$ cat src/inc/wave_notify_pkg.sv
// register map, reset values and field layout of the waveform pace and notification block
//
// Functional notes
// - Two dividers each make a pace clock at the unit clock divided by 2 to the power d plus 1.
// - Divider one takes its 4-bit exponent from bits 3:0 of the divider register, reset zero.
// - A clear select bit runs its pad on divider one, a set bit on divider two.
// - Suspend pauses a pad, and its clear restarts it at once unless a sync mode is on.
// - With frame sync on, after suspend clears, the pad restarts on each falling frame-valid edge.
// - With strobe sync on, after suspend clears, the pad restarts on each rising strobe edge.
// - A set reset bit halts the pad and clears its counters until software clears the bit.
// - A set notify type bit raises a notification when that pad's waveform completes.
// - A clear notify type bit raises a notification on the pad's next edge of chosen polarity.
// - Edge bits for pads 0-7 and 8-11 pick rising edges when set and falling edges when clear.
// - A set mask bit blocks wake-up from its pad; masks reset to 0x0f and 0xff.
// - Each pad has a status flag set by its notification and cleared by writing a one.
// - A period has 1 to 5 nonzero subperiods counted in ticks of the selected pace clock.
// - Bits 3:0 of the pair config register enable waveform generation per pad pair.
package wave_notify_pkg;
   // ---------------------------------------------------------------
   // register indices (word address; byte address is four times this)
   // ---------------------------------------------------------------
   localparam logic [12:0] IDX_PAIR_CONFIG = 13'h10b0;
   localparam logic [12:0] IDX_CLOCK_DIVIDER = 13'h10b2;
   localparam logic [12:0] IDX_DIVIDER_SELECT = 13'h10b3;
   localparam logic [12:0] IDX_FRAME_END_SYNC = 13'h10b4;
   localparam logic [12:0] IDX_CHANNEL_RESET = 13'h10b5;
   localparam logic [12:0] IDX_CHANNEL_SUSPEND = 13'h10b6;
   localparam logic [12:0] IDX_SOURCE_TYPE = 13'h10b8;
   localparam logic [12:0] IDX_EDGE_UPPER = 13'h10b9;
   localparam logic [12:0] IDX_EDGE_LOWER = 13'h10ba;
   localparam logic [12:0] IDX_MASK_UPPER = 13'h10bb;
   localparam logic [12:0] IDX_MASK_LOWER = 13'h10bc;
   localparam logic [12:0] IDX_STROBE_SYNC = 13'h10bd;
   localparam logic [12:0] IDX_FLAGS_UPPER = 13'h10be;
   localparam logic [12:0] IDX_FLAGS_LOWER = 13'h10bf;
   // ---------------------------------------------------------------
   // field layout and reset values
   // ---------------------------------------------------------------
   localparam int DIV1_LSB = 0;
   localparam int DIV2_LSB = 4;
   localparam int DIV_W = 4;
   localparam int PAIR_EN_W = 4;
   localparam int WAVE_PADS = 8;
   localparam int UPPER_PADS = 4;
   localparam int ALL_PADS = 12;
   localparam logic [7:0] RST_ZERO = 8'h00;
   localparam logic [3:0] RST_MASK_UPPER = 4'hf;
   localparam logic [7:0] RST_MASK_LOWER = 8'hff;
   localparam int SUBPERIOD_MIN = 1;
   localparam int SUBPERIOD_MAX = 5;
endpackage : wave_notify_pkg

$ cat src/core/gpio_waveform_notify_ctrl.sv
// pace dividers, per-pad start control and notification flags with Avalon-MM slave
//
// The Avalon-MM slave port is this design's own decision.
`timescale 1ns/100ps
module gpio_waveform_notify_ctrl #(
   parameter int ADDR_W = 13
) (
   input wire logic mclk, // unit clock, 200 MHz
   input wire logic rst, // synchronous reset, active high
   input wire logic ce, // clock enable, freezes all state when low
   input wire logic [ADDR_W-1:0] avs_address, // word address
   input wire logic avs_read, // read request
   input wire logic avs_write, // write request
   input wire logic [31:0] avs_writedata, // write data, low byte used
   input wire logic [3:0] avs_byteenable, // byte lanes
   output logic [31:0] avs_readdata, // read data
   output logic avs_waitrequest, // stall
   input wire logic frame_valid, // frame-valid pin, async
   input wire logic flash_strobe, // flash strobe pin, async
   input wire logic [11:0] pad_in, // pad levels, async
   input wire logic [7:0] wave_done, // end of waveform pulse from generator
   output logic [1:0] pace_tick, // one-cycle tick of each divider
   output logic [1:0] pace_clk, // square pace clock of each divider
   output logic [7:0] pad_tick, // tick of the divider chosen per pad
   output logic [7:0] wave_run, // pad may generate
   output logic [7:0] wave_start, // one-cycle restart of the pad waveform
   output logic [7:0] wave_clear, // hold pad counters cleared
   output logic wake_irq // microcontroller wake request
);
   initial begin
      if (ADDR_W < 13) begin
         $error("ADDR_W too small for the register map");
      end
   end

   // ---------------------------------------------------------------
   // registers
   // ---------------------------------------------------------------
   logic [3:0] pair_config;
   logic [7:0] clock_divider;
   logic [7:0] divider_select;
   logic [7:0] frame_end_sync;
   logic [7:0] channel_reset;
   logic [7:0] channel_suspend;
   logic [7:0] source_type;
   logic [11:0] edge_sel;
   logic [11:0] mask;
   logic [7:0] strobe_sync;
   logic [11:0] flags;
   logic ack;
   logic req;
   logic wr_go;
   logic [7:0] wbyte;
   logic [12:0] idx;

   // ---------------------------------------------------------------
   // bus slave
   // ---------------------------------------------------------------
   // one wait cycle per access; the access completes on the second edge
   assign req = avs_read | avs_write;
   assign avs_waitrequest = req & ~ack;
   assign wr_go = avs_write & ack & ce & avs_byteenable[0];
   assign wbyte = avs_writedata[7:0];
   assign idx = avs_address[12:0];

   // wait-state tracker
   always_ff @(posedge mclk) begin
      if (rst) begin
         ack <= 1'b0;
      end else if (ce) begin
         ack <= req & ~ack;
      end
   end

   // control register writes
   always_ff @(posedge mclk) begin
      if (rst) begin
         pair_config <= 4'h0;
         clock_divider <= wave_notify_pkg::RST_ZERO;
         divider_select <= wave_notify_pkg::RST_ZERO;
         frame_end_sync <= wave_notify_pkg::RST_ZERO;
         channel_reset <= wave_notify_pkg::RST_ZERO;
         channel_suspend <= wave_notify_pkg::RST_ZERO;
         source_type <= wave_notify_pkg::RST_ZERO;
         edge_sel <= 12'h000;
         mask <= {wave_notify_pkg::RST_MASK_UPPER, wave_notify_pkg::RST_MASK_LOWER};
         strobe_sync <= wave_notify_pkg::RST_ZERO;
      end else if (wr_go) begin
         case (idx)
            wave_notify_pkg::IDX_PAIR_CONFIG: pair_config <= wbyte[3:0];
            wave_notify_pkg::IDX_CLOCK_DIVIDER: clock_divider <= wbyte;
            wave_notify_pkg::IDX_DIVIDER_SELECT: divider_select <= wbyte;
            wave_notify_pkg::IDX_FRAME_END_SYNC: frame_end_sync <= wbyte;
            wave_notify_pkg::IDX_CHANNEL_RESET: channel_reset <= wbyte;
            wave_notify_pkg::IDX_CHANNEL_SUSPEND: channel_suspend <= wbyte;
            wave_notify_pkg::IDX_SOURCE_TYPE: source_type <= wbyte;
            wave_notify_pkg::IDX_EDGE_UPPER: edge_sel[11:8] <= wbyte[3:0];
            wave_notify_pkg::IDX_EDGE_LOWER: edge_sel[7:0] <= wbyte;
            wave_notify_pkg::IDX_MASK_UPPER: mask[11:8] <= wbyte[3:0];
            wave_notify_pkg::IDX_MASK_LOWER: mask[7:0] <= wbyte;
            wave_notify_pkg::IDX_STROBE_SYNC: strobe_sync <= wbyte;
            default: ;
         endcase
      end
   end

   // read data captured in the wait cycle, stands when waitrequest drops
   always_ff @(posedge mclk) begin
      if (rst) begin
         avs_readdata <= 32'h0000_0000;
      end else if (ce && avs_read && !ack) begin
         case (idx)
            wave_notify_pkg::IDX_PAIR_CONFIG: avs_readdata <= {28'h0, pair_config};
            wave_notify_pkg::IDX_CLOCK_DIVIDER: avs_readdata <= {24'h0, clock_divider};
            wave_notify_pkg::IDX_DIVIDER_SELECT: avs_readdata <= {24'h0, divider_select};
            wave_notify_pkg::IDX_FRAME_END_SYNC: avs_readdata <= {24'h0, frame_end_sync};
            wave_notify_pkg::IDX_CHANNEL_RESET: avs_readdata <= {24'h0, channel_reset};
            wave_notify_pkg::IDX_CHANNEL_SUSPEND: avs_readdata <= {24'h0, channel_suspend};
            wave_notify_pkg::IDX_SOURCE_TYPE: avs_readdata <= {24'h0, source_type};
            wave_notify_pkg::IDX_EDGE_UPPER: avs_readdata <= {28'h0, edge_sel[11:8]};
            wave_notify_pkg::IDX_EDGE_LOWER: avs_readdata <= {24'h0, edge_sel[7:0]};
            wave_notify_pkg::IDX_MASK_UPPER: avs_readdata <= {28'h0, mask[11:8]};
            wave_notify_pkg::IDX_MASK_LOWER: avs_readdata <= {24'h0, mask[7:0]};
            wave_notify_pkg::IDX_STROBE_SYNC: avs_readdata <= {24'h0, strobe_sync};
            wave_notify_pkg::IDX_FLAGS_UPPER: avs_readdata <= {28'h0, flags[11:8]};
            wave_notify_pkg::IDX_FLAGS_LOWER: avs_readdata <= {24'h0, flags[7:0]};
            default: avs_readdata <= 32'h0000_0000;
         endcase
      end
   end

   // ---------------------------------------------------------------
   // pin synchronisers and edge detect
   // ---------------------------------------------------------------
   logic [13:0] sync1;
   logic [13:0] sync2;
   logic [13:0] sync_prev;
   logic fv_fall;
   logic strobe_rise;
   logic [11:0] pad_rise;
   logic [11:0] pad_fall;

   // two flops, then one more stage for edge history
   always_ff @(posedge mclk) begin
      if (rst) begin
         sync1 <= 14'h0000;
         sync2 <= 14'h0000;
         sync_prev <= 14'h0000;
      end else if (ce) begin
         sync1 <= {flash_strobe, frame_valid, pad_in};
         sync2 <= sync1;
         sync_prev <= sync2;
      end
   end

   assign fv_fall = sync_prev[12] & ~sync2[12];
   assign strobe_rise = sync2[13] & ~sync_prev[13];
   assign pad_rise = sync2[11:0] & ~sync_prev[11:0];
   assign pad_fall = ~sync2[11:0] & sync_prev[11:0];

   // ---------------------------------------------------------------
   // pace dividers
   // ---------------------------------------------------------------
   logic [15:0] div_cnt [2];
   logic [16:0] div_span [2];
   logic [3:0] div_exp [2];

   assign div_exp[0] = clock_divider[wave_notify_pkg::DIV1_LSB +: wave_notify_pkg::DIV_W];
   assign div_exp[1] = clock_divider[wave_notify_pkg::DIV2_LSB +: wave_notify_pkg::DIV_W];

   // free counter per divider; tick every 2^(d+1) cycles
   for (genvar k = 0; k < 2; k++) begin : g_div
      assign div_span[k] = (17'h00002 << div_exp[k]) - 17'h00001;
      always_ff @(posedge mclk) begin
         if (rst) begin
            div_cnt[k] <= 16'h0000;
         end else if (ce) begin
            div_cnt[k] <= (div_cnt[k] >= div_span[k][15:0]) ? 16'h0000 : div_cnt[k] + 16'h0001;
         end
      end
      assign pace_tick[k] = (div_cnt[k] == div_span[k][15:0]);
      assign pace_clk[k] = div_cnt[k][div_exp[k]];
   end

   // ---------------------------------------------------------------
   // per-pad start control
   // ---------------------------------------------------------------
   logic [7:0] allowed;
   logic [7:0] allowed_q;
   logic [7:0] gate;
   logic [7:0] any_sync;
   logic [7:0] start_evt;

   // subperiod counting is done downstream on pad_tick
   for (genvar b = 0; b < 8; b++) begin : g_pad
      assign pad_tick[b] = divider_select[b] ? pace_tick[1] : pace_tick[0];
      assign allowed[b] = ~channel_suspend[b] & ~channel_reset[b] & pair_config[b/2];
      assign any_sync[b] = frame_end_sync[b] | strobe_sync[b];
      assign start_evt[b] = allowed[b] & (any_sync[b]
         ? ((frame_end_sync[b] & fv_fall) | (strobe_sync[b] & strobe_rise))
         : ~allowed_q[b]);
   end

   // start gate held until suspend, reset or disable
   always_ff @(posedge mclk) begin
      if (rst) begin
         allowed_q <= 8'h00;
         gate <= 8'h00;
      end else if (ce) begin
         allowed_q <= allowed;
         gate <= (gate | start_evt) & allowed;
      end
   end

   assign wave_start = start_evt & {8{ce}};
   assign wave_run = gate & allowed;
   assign wave_clear = channel_reset;

   // ---------------------------------------------------------------
   // notification flags and wake
   // ---------------------------------------------------------------
   logic [11:0] edge_evt;
   logic [11:0] notify_evt;
   logic [11:0] clr_mask;

   assign edge_evt = (edge_sel & pad_rise) | (~edge_sel & pad_fall);
   assign notify_evt[7:0] = (source_type & wave_done) | (~source_type & edge_evt[7:0]);
   assign notify_evt[11:8] = edge_evt[11:8];
   assign clr_mask = !wr_go ? 12'h000
      : (idx == wave_notify_pkg::IDX_FLAGS_LOWER) ? {4'h0, wbyte}
      : (idx == wave_notify_pkg::IDX_FLAGS_UPPER) ? {wbyte[3:0], 8'h00} : 12'h000;

   // sticky flags; an event in the clearing cycle wins
   always_ff @(posedge mclk) begin
      if (rst) begin
         flags <= 12'h000;
      end else if (ce) begin
         flags <= (flags & ~clr_mask) | notify_evt;
      end
   end

   assign wake_irq = |(flags & ~mask);

   // ---------------------------------------------------------------
   // checks
   // ---------------------------------------------------------------
   AST_MASK_RESET: assert property (@(posedge mclk) $past(rst) && !rst |-> mask == 12'hfff)
      else $error("masks not all set after reset");

   AST_DIV_PERIOD: assert property (@(posedge mclk) disable iff (rst)
      (ce && div_exp[0] == 4'h0 && pace_tick[0]) ##1 (ce && div_exp[0] == 4'h0)
      |=> pace_tick[0])
      else $error("divider one period wrong for d zero");

   AST_DIV_SELECT: assert property (@(posedge mclk) disable iff (rst)
      divider_select[1] && pace_tick[1] && !pace_tick[0] |-> pad_tick[1])
      else $error("pad tick not from divider two");

   AST_SUSPEND_HALT: assert property (@(posedge mclk) disable iff (rst)
      channel_suspend[0] |-> !wave_run[0] && !wave_start[0])
      else $error("suspended pad still runs");

   AST_RESET_HALT: assert property (@(posedge mclk) disable iff (rst)
      channel_reset[2] |-> wave_clear[2] && !wave_run[2] ##1 (channel_reset[2] || !wave_run[2]))
      else $error("reset pad not halted");

   AST_FRAME_SYNC: assert property (@(posedge mclk) disable iff (rst)
      wave_start[0] && frame_end_sync[0] && !strobe_sync[0] |-> fv_fall)
      else $error("frame-synced start without frame end");

   AST_STROBE_SYNC: assert property (@(posedge mclk) disable iff (rst)
      wave_start[0] && strobe_sync[0] && !frame_end_sync[0] |-> strobe_rise)
      else $error("strobe-synced start without strobe edge");

   AST_DONE_FLAG: assert property (@(posedge mclk) disable iff (rst)
      ce && source_type[0] && wave_done[0] |=> flags[0])
      else $error("completion did not set flag");

   AST_EDGE_FLAG: assert property (@(posedge mclk) disable iff (rst)
      ce && edge_sel[8] && pad_rise[8] |=> flags[8])
      else $error("rising edge did not set flag");

   AST_W1C: assert property (@(posedge mclk) disable iff (rst)
      flags[1] && clr_mask[1] && !notify_evt[1] && ce |=> !flags[1])
      else $error("write one did not clear flag");
   AST_WAKE: assert property (@(posedge mclk) disable iff (rst)
      flags[0] && !mask[0] |-> wake_irq)
      else $error("wake missing for unmasked flag");

   // ---------------------------------------------------------------
   // further checks on dividers, bus, start control and flags
   // ---------------------------------------------------------------
   AST_DIV2_PERIOD: assert property (@(posedge mclk) disable iff (rst)
      (ce && div_exp[1] == 4'h0 && pace_tick[1]) ##1 (ce && div_exp[1] == 4'h0)
      |=> pace_tick[1])
      else $error("divider two period wrong for d zero");

   AST_TICK_SINGLE: assert property (@(posedge mclk)
      ce && pace_tick[0] |=> !pace_tick[0])
      else $error("divider one tick too long");

   AST_TICK2_SINGLE: assert property (@(posedge mclk)
      ce && pace_tick[1] |=> !pace_tick[1])
      else $error("divider two tick too long");

   AST_SELECT_ONE: assert property (@(posedge mclk)
      !divider_select[1] |-> pad_tick[1] == pace_tick[0])
      else $error("pad tick not from divider one");

   AST_PAIR_OFF: assert property (@(posedge mclk)
      !pair_config[0] |-> !wave_run[1] && !wave_start[1])
      else $error("disabled pair still runs");

   AST_RUN_GATE: assert property (@(posedge mclk)
      wave_run[0] |-> pair_config[0] && !channel_reset[0])
      else $error("pad runs while off or reset");

   AST_SUSPEND_PAD1: assert property (@(posedge mclk)
      channel_suspend[1] |-> !wave_run[1])
      else $error("suspended pad one runs");

   AST_RESET_CLEAR: assert property (@(posedge mclk)
      channel_reset[0] |-> wave_clear[0] && !wave_start[0])
      else $error("reset pad not held clear");

   AST_CLEAR_LEVEL: assert property (@(posedge mclk)
      !channel_reset[1] |-> !wave_clear[1])
      else $error("counters held clear without reset");

   AST_START_PULSE: assert property (@(posedge mclk) disable iff (rst)
      ce && wave_start[0] && !any_sync[0] |=> !wave_start[0] || any_sync[0])
      else $error("unsynced start longer than a cycle");

   AST_NOSYNC_START: assert property (@(posedge mclk)
      wave_start[0] && !any_sync[0] |-> !allowed_q[0])
      else $error("unsynced start without resume");

   AST_EDGE_FALL: assert property (@(posedge mclk) disable iff (rst)
      ce && !edge_sel[1] && pad_fall[1] |=> flags[1])
      else $error("falling edge did not set flag");

   AST_UPPER_FALL: assert property (@(posedge mclk) disable iff (rst)
      ce && !edge_sel[9] && pad_fall[9] |=> flags[9])
      else $error("upper falling edge did not set flag");

   AST_TYPE_BLOCK: assert property (@(posedge mclk)
      source_type[0] && !wave_done[0] |-> !notify_evt[0])
      else $error("pad edge notified while type set");

   AST_EDGE_ONLY: assert property (@(posedge mclk)
      !source_type[0] && !edge_evt[0] |-> !notify_evt[0])
      else $error("completion notified while type clear");

   AST_FLAG_HOLD: assert property (@(posedge mclk) disable iff (rst)
      ce && flags[1] && !clr_mask[1] |=> flags[1])
      else $error("flag lost without clear");

   AST_NO_SPURIOUS: assert property (@(posedge mclk) disable iff (rst)
      ce && !flags[1] && !notify_evt[1] |=> !flags[1])
      else $error("flag set without event");

   AST_WAKE_MASKED: assert property (@(posedge mclk)
      (flags & ~mask) == 12'h000 |-> !wake_irq)
      else $error("wake while all flags masked");

   AST_WAKE_PAD1: assert property (@(posedge mclk)
      flags[1] && !mask[1] |-> wake_irq)
      else $error("wake missing for pad one");

   AST_READ_IDLE: assert property (@(posedge mclk)
      !avs_read && !avs_write |-> !avs_waitrequest)
      else $error("waitrequest without request");

   AST_WAIT_FIRST: assert property (@(posedge mclk)
      ce && req && !ack |-> avs_waitrequest)
      else $error("first bus cycle not stalled");

   AST_WAIT_DROP: assert property (@(posedge mclk) disable iff (rst)
      ce && req && !ack |=> !avs_waitrequest || !req)
      else $error("bus stalled past one wait cycle");
endmodule : gpio_waveform_notify_ctrl

$ cat config.mk
export PLATFORM = sky130hd
export DESIGN_NAME = gpio_waveform_notify_ctrl
export DESIGN_NICKNAME = d
export VERILOG_FILES = /design/src/inc/wave_notify_pkg.sv /design/src/core/gpio_waveform_notify_ctrl.sv
export SDC_FILE = /design/constraint.sdc
export NUM_CORES = 1
export LEC_CHECK = 0
export BUFFER_PORTS_ARGS = -buffer_cell sky130_fd_sc_hd__buf_2
export CAP_MARGIN = 0
export CORE_ASPECT_RATIO = 0.9
export CORE_MARGIN = 10
export CORE_UTILIZATION = 30
export DETAILED_ROUTE_END_ITERATION = 6
export PLACE_DENSITY_LB_ADDON = 0.08
export SYNTH_ARGS = -nofsm -noshare
export SYNTH_HDL_FRONTEND = slang
export SYNTH_SLANG_ARGS = --single-unit
$ cat constraint.sdc
create_clock -name mclk -period 4.1 [get_ports mclk]
set_input_delay 0.41 -clock mclk [delete_from_list [all_inputs] [get_ports mclk]]
set_output_delay 0.41 -clock mclk [all_outputs]
set_load 0.05 [all_outputs]
==> results.sh <==
export IMPL_ant_nets=0
export IMPL_rrSetupSlack_ns=0.38
export IMPL_grt_usage=0.1598
export IMPL_synthTopCellsByArea="dfxtp_1 30%, mux2i_1 9.7%, edfxtp_1 8.8%"
export IMPL_hp_start="pad_in[10]"
export IMPL_routedWlPerCell_um=20.30
export IMPL_yosysWarnings=0
export IMPL_core_region_area_mm2=0.03609
export IMPL_p_leak_nw=4.895
export IMPL_fin_worst_skew_ns=0.01400
export IMPL_holdWs_ns=0.1896
export IMPL_synth_top_area_frac=0.2977
export IMPL_overflow=0
export IMPL_place_port_buffers=94
export IMPL_clk_latency_ns=0.45
export IMPL_ioPinCount=146
export IMPL_dpl_cell_area_mm2=0.01181
export IMPL_r2r_start="clock_divider[7]$_SDFFE_PP0P_"
export IMPL_arrival_ns=3.51
export IMPL_r2r_cells=13
export IMPL_relSlewSlack=0.3367
export IMPL_synth_distinct_cells=79
export IMPL_worst_endpoint_required_ns=3.69
export IMPL_drt_initial_drc_count=793
export IMPL_antennaDiodeCount=0
export IMPL_antenna_found_initial=0
export IMPL_ys_async_sr_fraction=0
export IMPL_htreeDepth=4
export IMPL_min_to="sync1[10]$_SDFFE_PP0P_"
export IMPL_cts_path_max_buffers=2
export IMPL_min_period_ns=3.922
export IMPL_max_freq_ghz=0.2550
export IMPL_cts_hold_buf=0
export IMPL_cts_tree="done"
export IMPL_place_gp_congestion=0.8545
export IMPL_cp_max_fo=8
export IMPL_synth_top_area_cell="dfxtp_1"
export IMPL_p_per_area_mw_per_mm2=340.7
export IMPL_hold_depth=3
export IMPL_grt_pass1_wl_um=55990
export IMPL_tightest_slew_ns=0.9949
export IMPL_wl_um=36630
export IMPL_setup_worst_path_end_class="output pin"
export IMPL_r2r_end="div_cnt[1][0]$_SDFFCE_PP0P_"
export IMPL_dieWidth_um=221.5
export IMPL_drt_drc_violations_left=0
export IMPL_post_route_period_util=0.9565
export IMPL_synth_edf_count=32
export IMPL_rows=66
export IMPL_grt_max_degree=88
export IMPL_final_hold_violation_count=0
export IMPL_dp_hpwl_um=26630
export IMPL_clock_sinks=195
export IMPL_ys_seq_area_frac=0.3854
export IMPL_ys_seq_elements=195
export IMPL_final_nets=1425
export IMPL_drv_slew=0
export IMPL_worst_hold_path_type="in2reg"
export IMPL_startpoint_type="flip-flop"
export IMPL_drt_first_pass_iters=5
export IMPL_finalNonFillerCells=1804
export IMPL_synthFlopType="dfxtp_1"
export IMPL_vias=9250
export IMPL_final_area_mm2=0.01251
export IMPL_grt_pass1_vias=8895
export IMPL_dieHeight_um=201.3
export IMPL_syn_area_per_cell_um2=8.713
export IMPL_syn_instance_count=1258
export IMPL_status="finished, final reports clean"
export IMPL_die_area_mm2=0.04459
export IMPL_clk_transition_reported_paths_ns=0.08
export IMPL_crit_type="reg2out"
export IMPL_vdd_drop_max_v=0.0002598
export IMPL_cts_buffers=17
export IMPL_cap_violations=0
export IMPL_start_util=0.3037
export IMPL_place_inst=1770
export IMPL_finalSetupViolations=0
export IMPL_final_layout_size_suffix_gt1_frac=0.1627
export IMPL_syn2layout_area_growth_pct=14.18
export IMPL_viasPerCell=5.127
export IMPL_root_buffer="clkbuf_16"
export IMPL_syn_area_mm2=0.01096
## power by group
part	internal, W	total (W)	switching, W
logic	0.000123	0.000397	0.000274
clock network	0.000984	0.00184	0.000855
registers	0.00198	0.00203	0.0000442
total	0.00309	0.00426	0.00117
## cell families (layout without fill, tap and decap cells)
kind of cell / after synthesis / after routing / synth area share
DFF: 195 / 195 / 0.3854
AOI/OAI and AO/OA: 214 / 214 / 0.1289
xor gates and xnor gates: 30 / 30 / 0.02397
muxes: 126 / 126 / 0.1287
other: 1 / 24 / 0.0003421
adders and majority gates: 34 / 34 / 0.03881
and+or+nand+nor: 523 / 523 / 0.2356
buffers and inverters: 135 / 182 / 0.05833
## cells in the final DEF (no fill, tap or decap), types with 10 or more instances in the layout
master	Yosys	layout
conb_1	1	24
xor2_1	18	18
edfxtp_1	32	32
nand4_1	21	21
a22oi_1	15	15
nor3b_1	14	14
nor2_1	174	173
nand2_1	146	146
nor3_1	20	20
a221oi_1	10	10
clkbuf_16	0	17
o21ai_0	44	36
ha_1	34	33
xnor2_1	12	12
buf_2	16	84
buf_4	26	32
mux2i_1	106	106
nor2b_1	23	23
inv_1	28	28
and2_1	18	18
a21oi_1	69	69
nand3_1	41	41
mux4_2	11	11
dfxtp_1	163	163
## cell type report
class / instances / area (um2)
Fill cell: 3805 / 23570
Multi-Input combinational cell: 951 / 6242
Sequential cell: 195 / 4224
Timing Repair Buffer: 121 / 716.9
Tap cell: 476 / 595.6
Clock buffer: 18 / 429.2
Clock inverter: 14 / 197.7
Inverter: 29 / 108.9
## state kept, by name, summed over array words and instances, names as in the netlist, 4 cells and up
name             cells
gate                 8
mask                12
allowed_q            8
edge_sel            12
frame_end_sync       8
sync2               14
strobe_sync          8
clock_divider        8
wave_clear           8
div_cnt             32
channel_suspend      8
flags               12
pair_config          4
divider_select       8
avs_readdata         8
sync_prev           14
source_type          8
sync1               14
## critical path, cell delays in order, from the launching register on
cell and delay, ns:
dfxtp_1 0.38, nor2_2 0.15, nand2_1 0.08, ha_1 0.21, or2_2 0.30, o21ai_0 0.16, a22o_1 0.14, a21oi_1 0.07
ha_1 0.31, nand4_1 0.14, or4_4 0.59, buf_4 0.20, o21ai_2 0.11, buf_4 0.21
## worst max path at each step
stage                                  start                            to  slack [ns]  cells after the start
4_1_cts        clock_divider[0]$_SDFFE_PP0P_                   pad_tick[1]        0.02                     13
6_report       clock_divider[1]$_SDFFE_PP0P_                   pad_tick[0]        0.18                     13
5_1_grt        clock_divider[2]$_SDFFE_PP0P_                   pad_tick[3]     -0.0003                     13
2_1_floorplan  clock_divider[5]$_SDFFE_PP0P_   div_cnt[1][8]$_SDFFCE_PP0P_       0.005                     15
3_5_place_dp   clock_divider[7]$_SDFFE_PP0P_  div_cnt[1][14]$_SDFFCE_PP0P_        0.18                     13
3_3_place_gp   clock_divider[7]$_SDFFE_PP0P_   div_cnt[1][3]$_SDFFCE_PP0P_        0.24                     13
## Yosys cell counts (6+ instances only)
cell type / count
o211ai_1: 6
clkbuf_1: 51
nand3b_1: 6
o221a_2: 6
nand2b_1: 6
edfxtp_1: 32
nor3_1: 20
a32oi_1: 9
a32o_1: 7
nand3_1: 41
dfxtp_1: 163
xnor2_1: 12
mux2i_1: 106
a31oi_1: 7
and2_1: 18
nand2_1: 146
a22o_1: 6
buf_2: 16
ha_1: 34
mux4_2: 11
buf_4: 26
mux2_2: 9
inv_1: 28
nor3b_1: 14
and3_1: 6
a22oi_1: 15
nand4_1: 21
xor2_1: 18
a21oi_1: 69
nor2_1: 174
a221oi_1: 10
o21ai_0: 44
nor2b_1: 23
buf_1: 11
## what timing repair did
action	4_1_cts	5_1_grt
cloned	0	0
pin swaps	0	2
hold endpoints to repair	0	0
gates resized for setup	13	4
setup buffers	1	1
endpoints found under the setup margin	10	10
## per-stage QoR
| step | setup WS (ns) | power [W] | utilization | TNS, ns |
|---|---|---|---|---|
| floorplan | 0.005210 | 0.002359 | - | 0 |
| global placement | 0.2436 | 0.002468 | 0.3274 | 0 |
| detailed placement | 0.1808 | 0.002471 | 0.3274 | 0 |
| CTS | 0.02036 | 0.004310 | 0.3462 | 0 |
| global route | -0.0002576 | 0.004423 | 0.3468 | -0.0002576 |
| finish | 0.1782 | 0.004264 | 0.3468 | 0 |
## metal layers
metal  track usage  share of wire
met5             0              0
met4       0.04467          0.016
met3       0.02507          0.033
met2        0.2604           0.48
met1        0.2140           0.48
No activity file was read; power rests on OpenSTA's default activity.
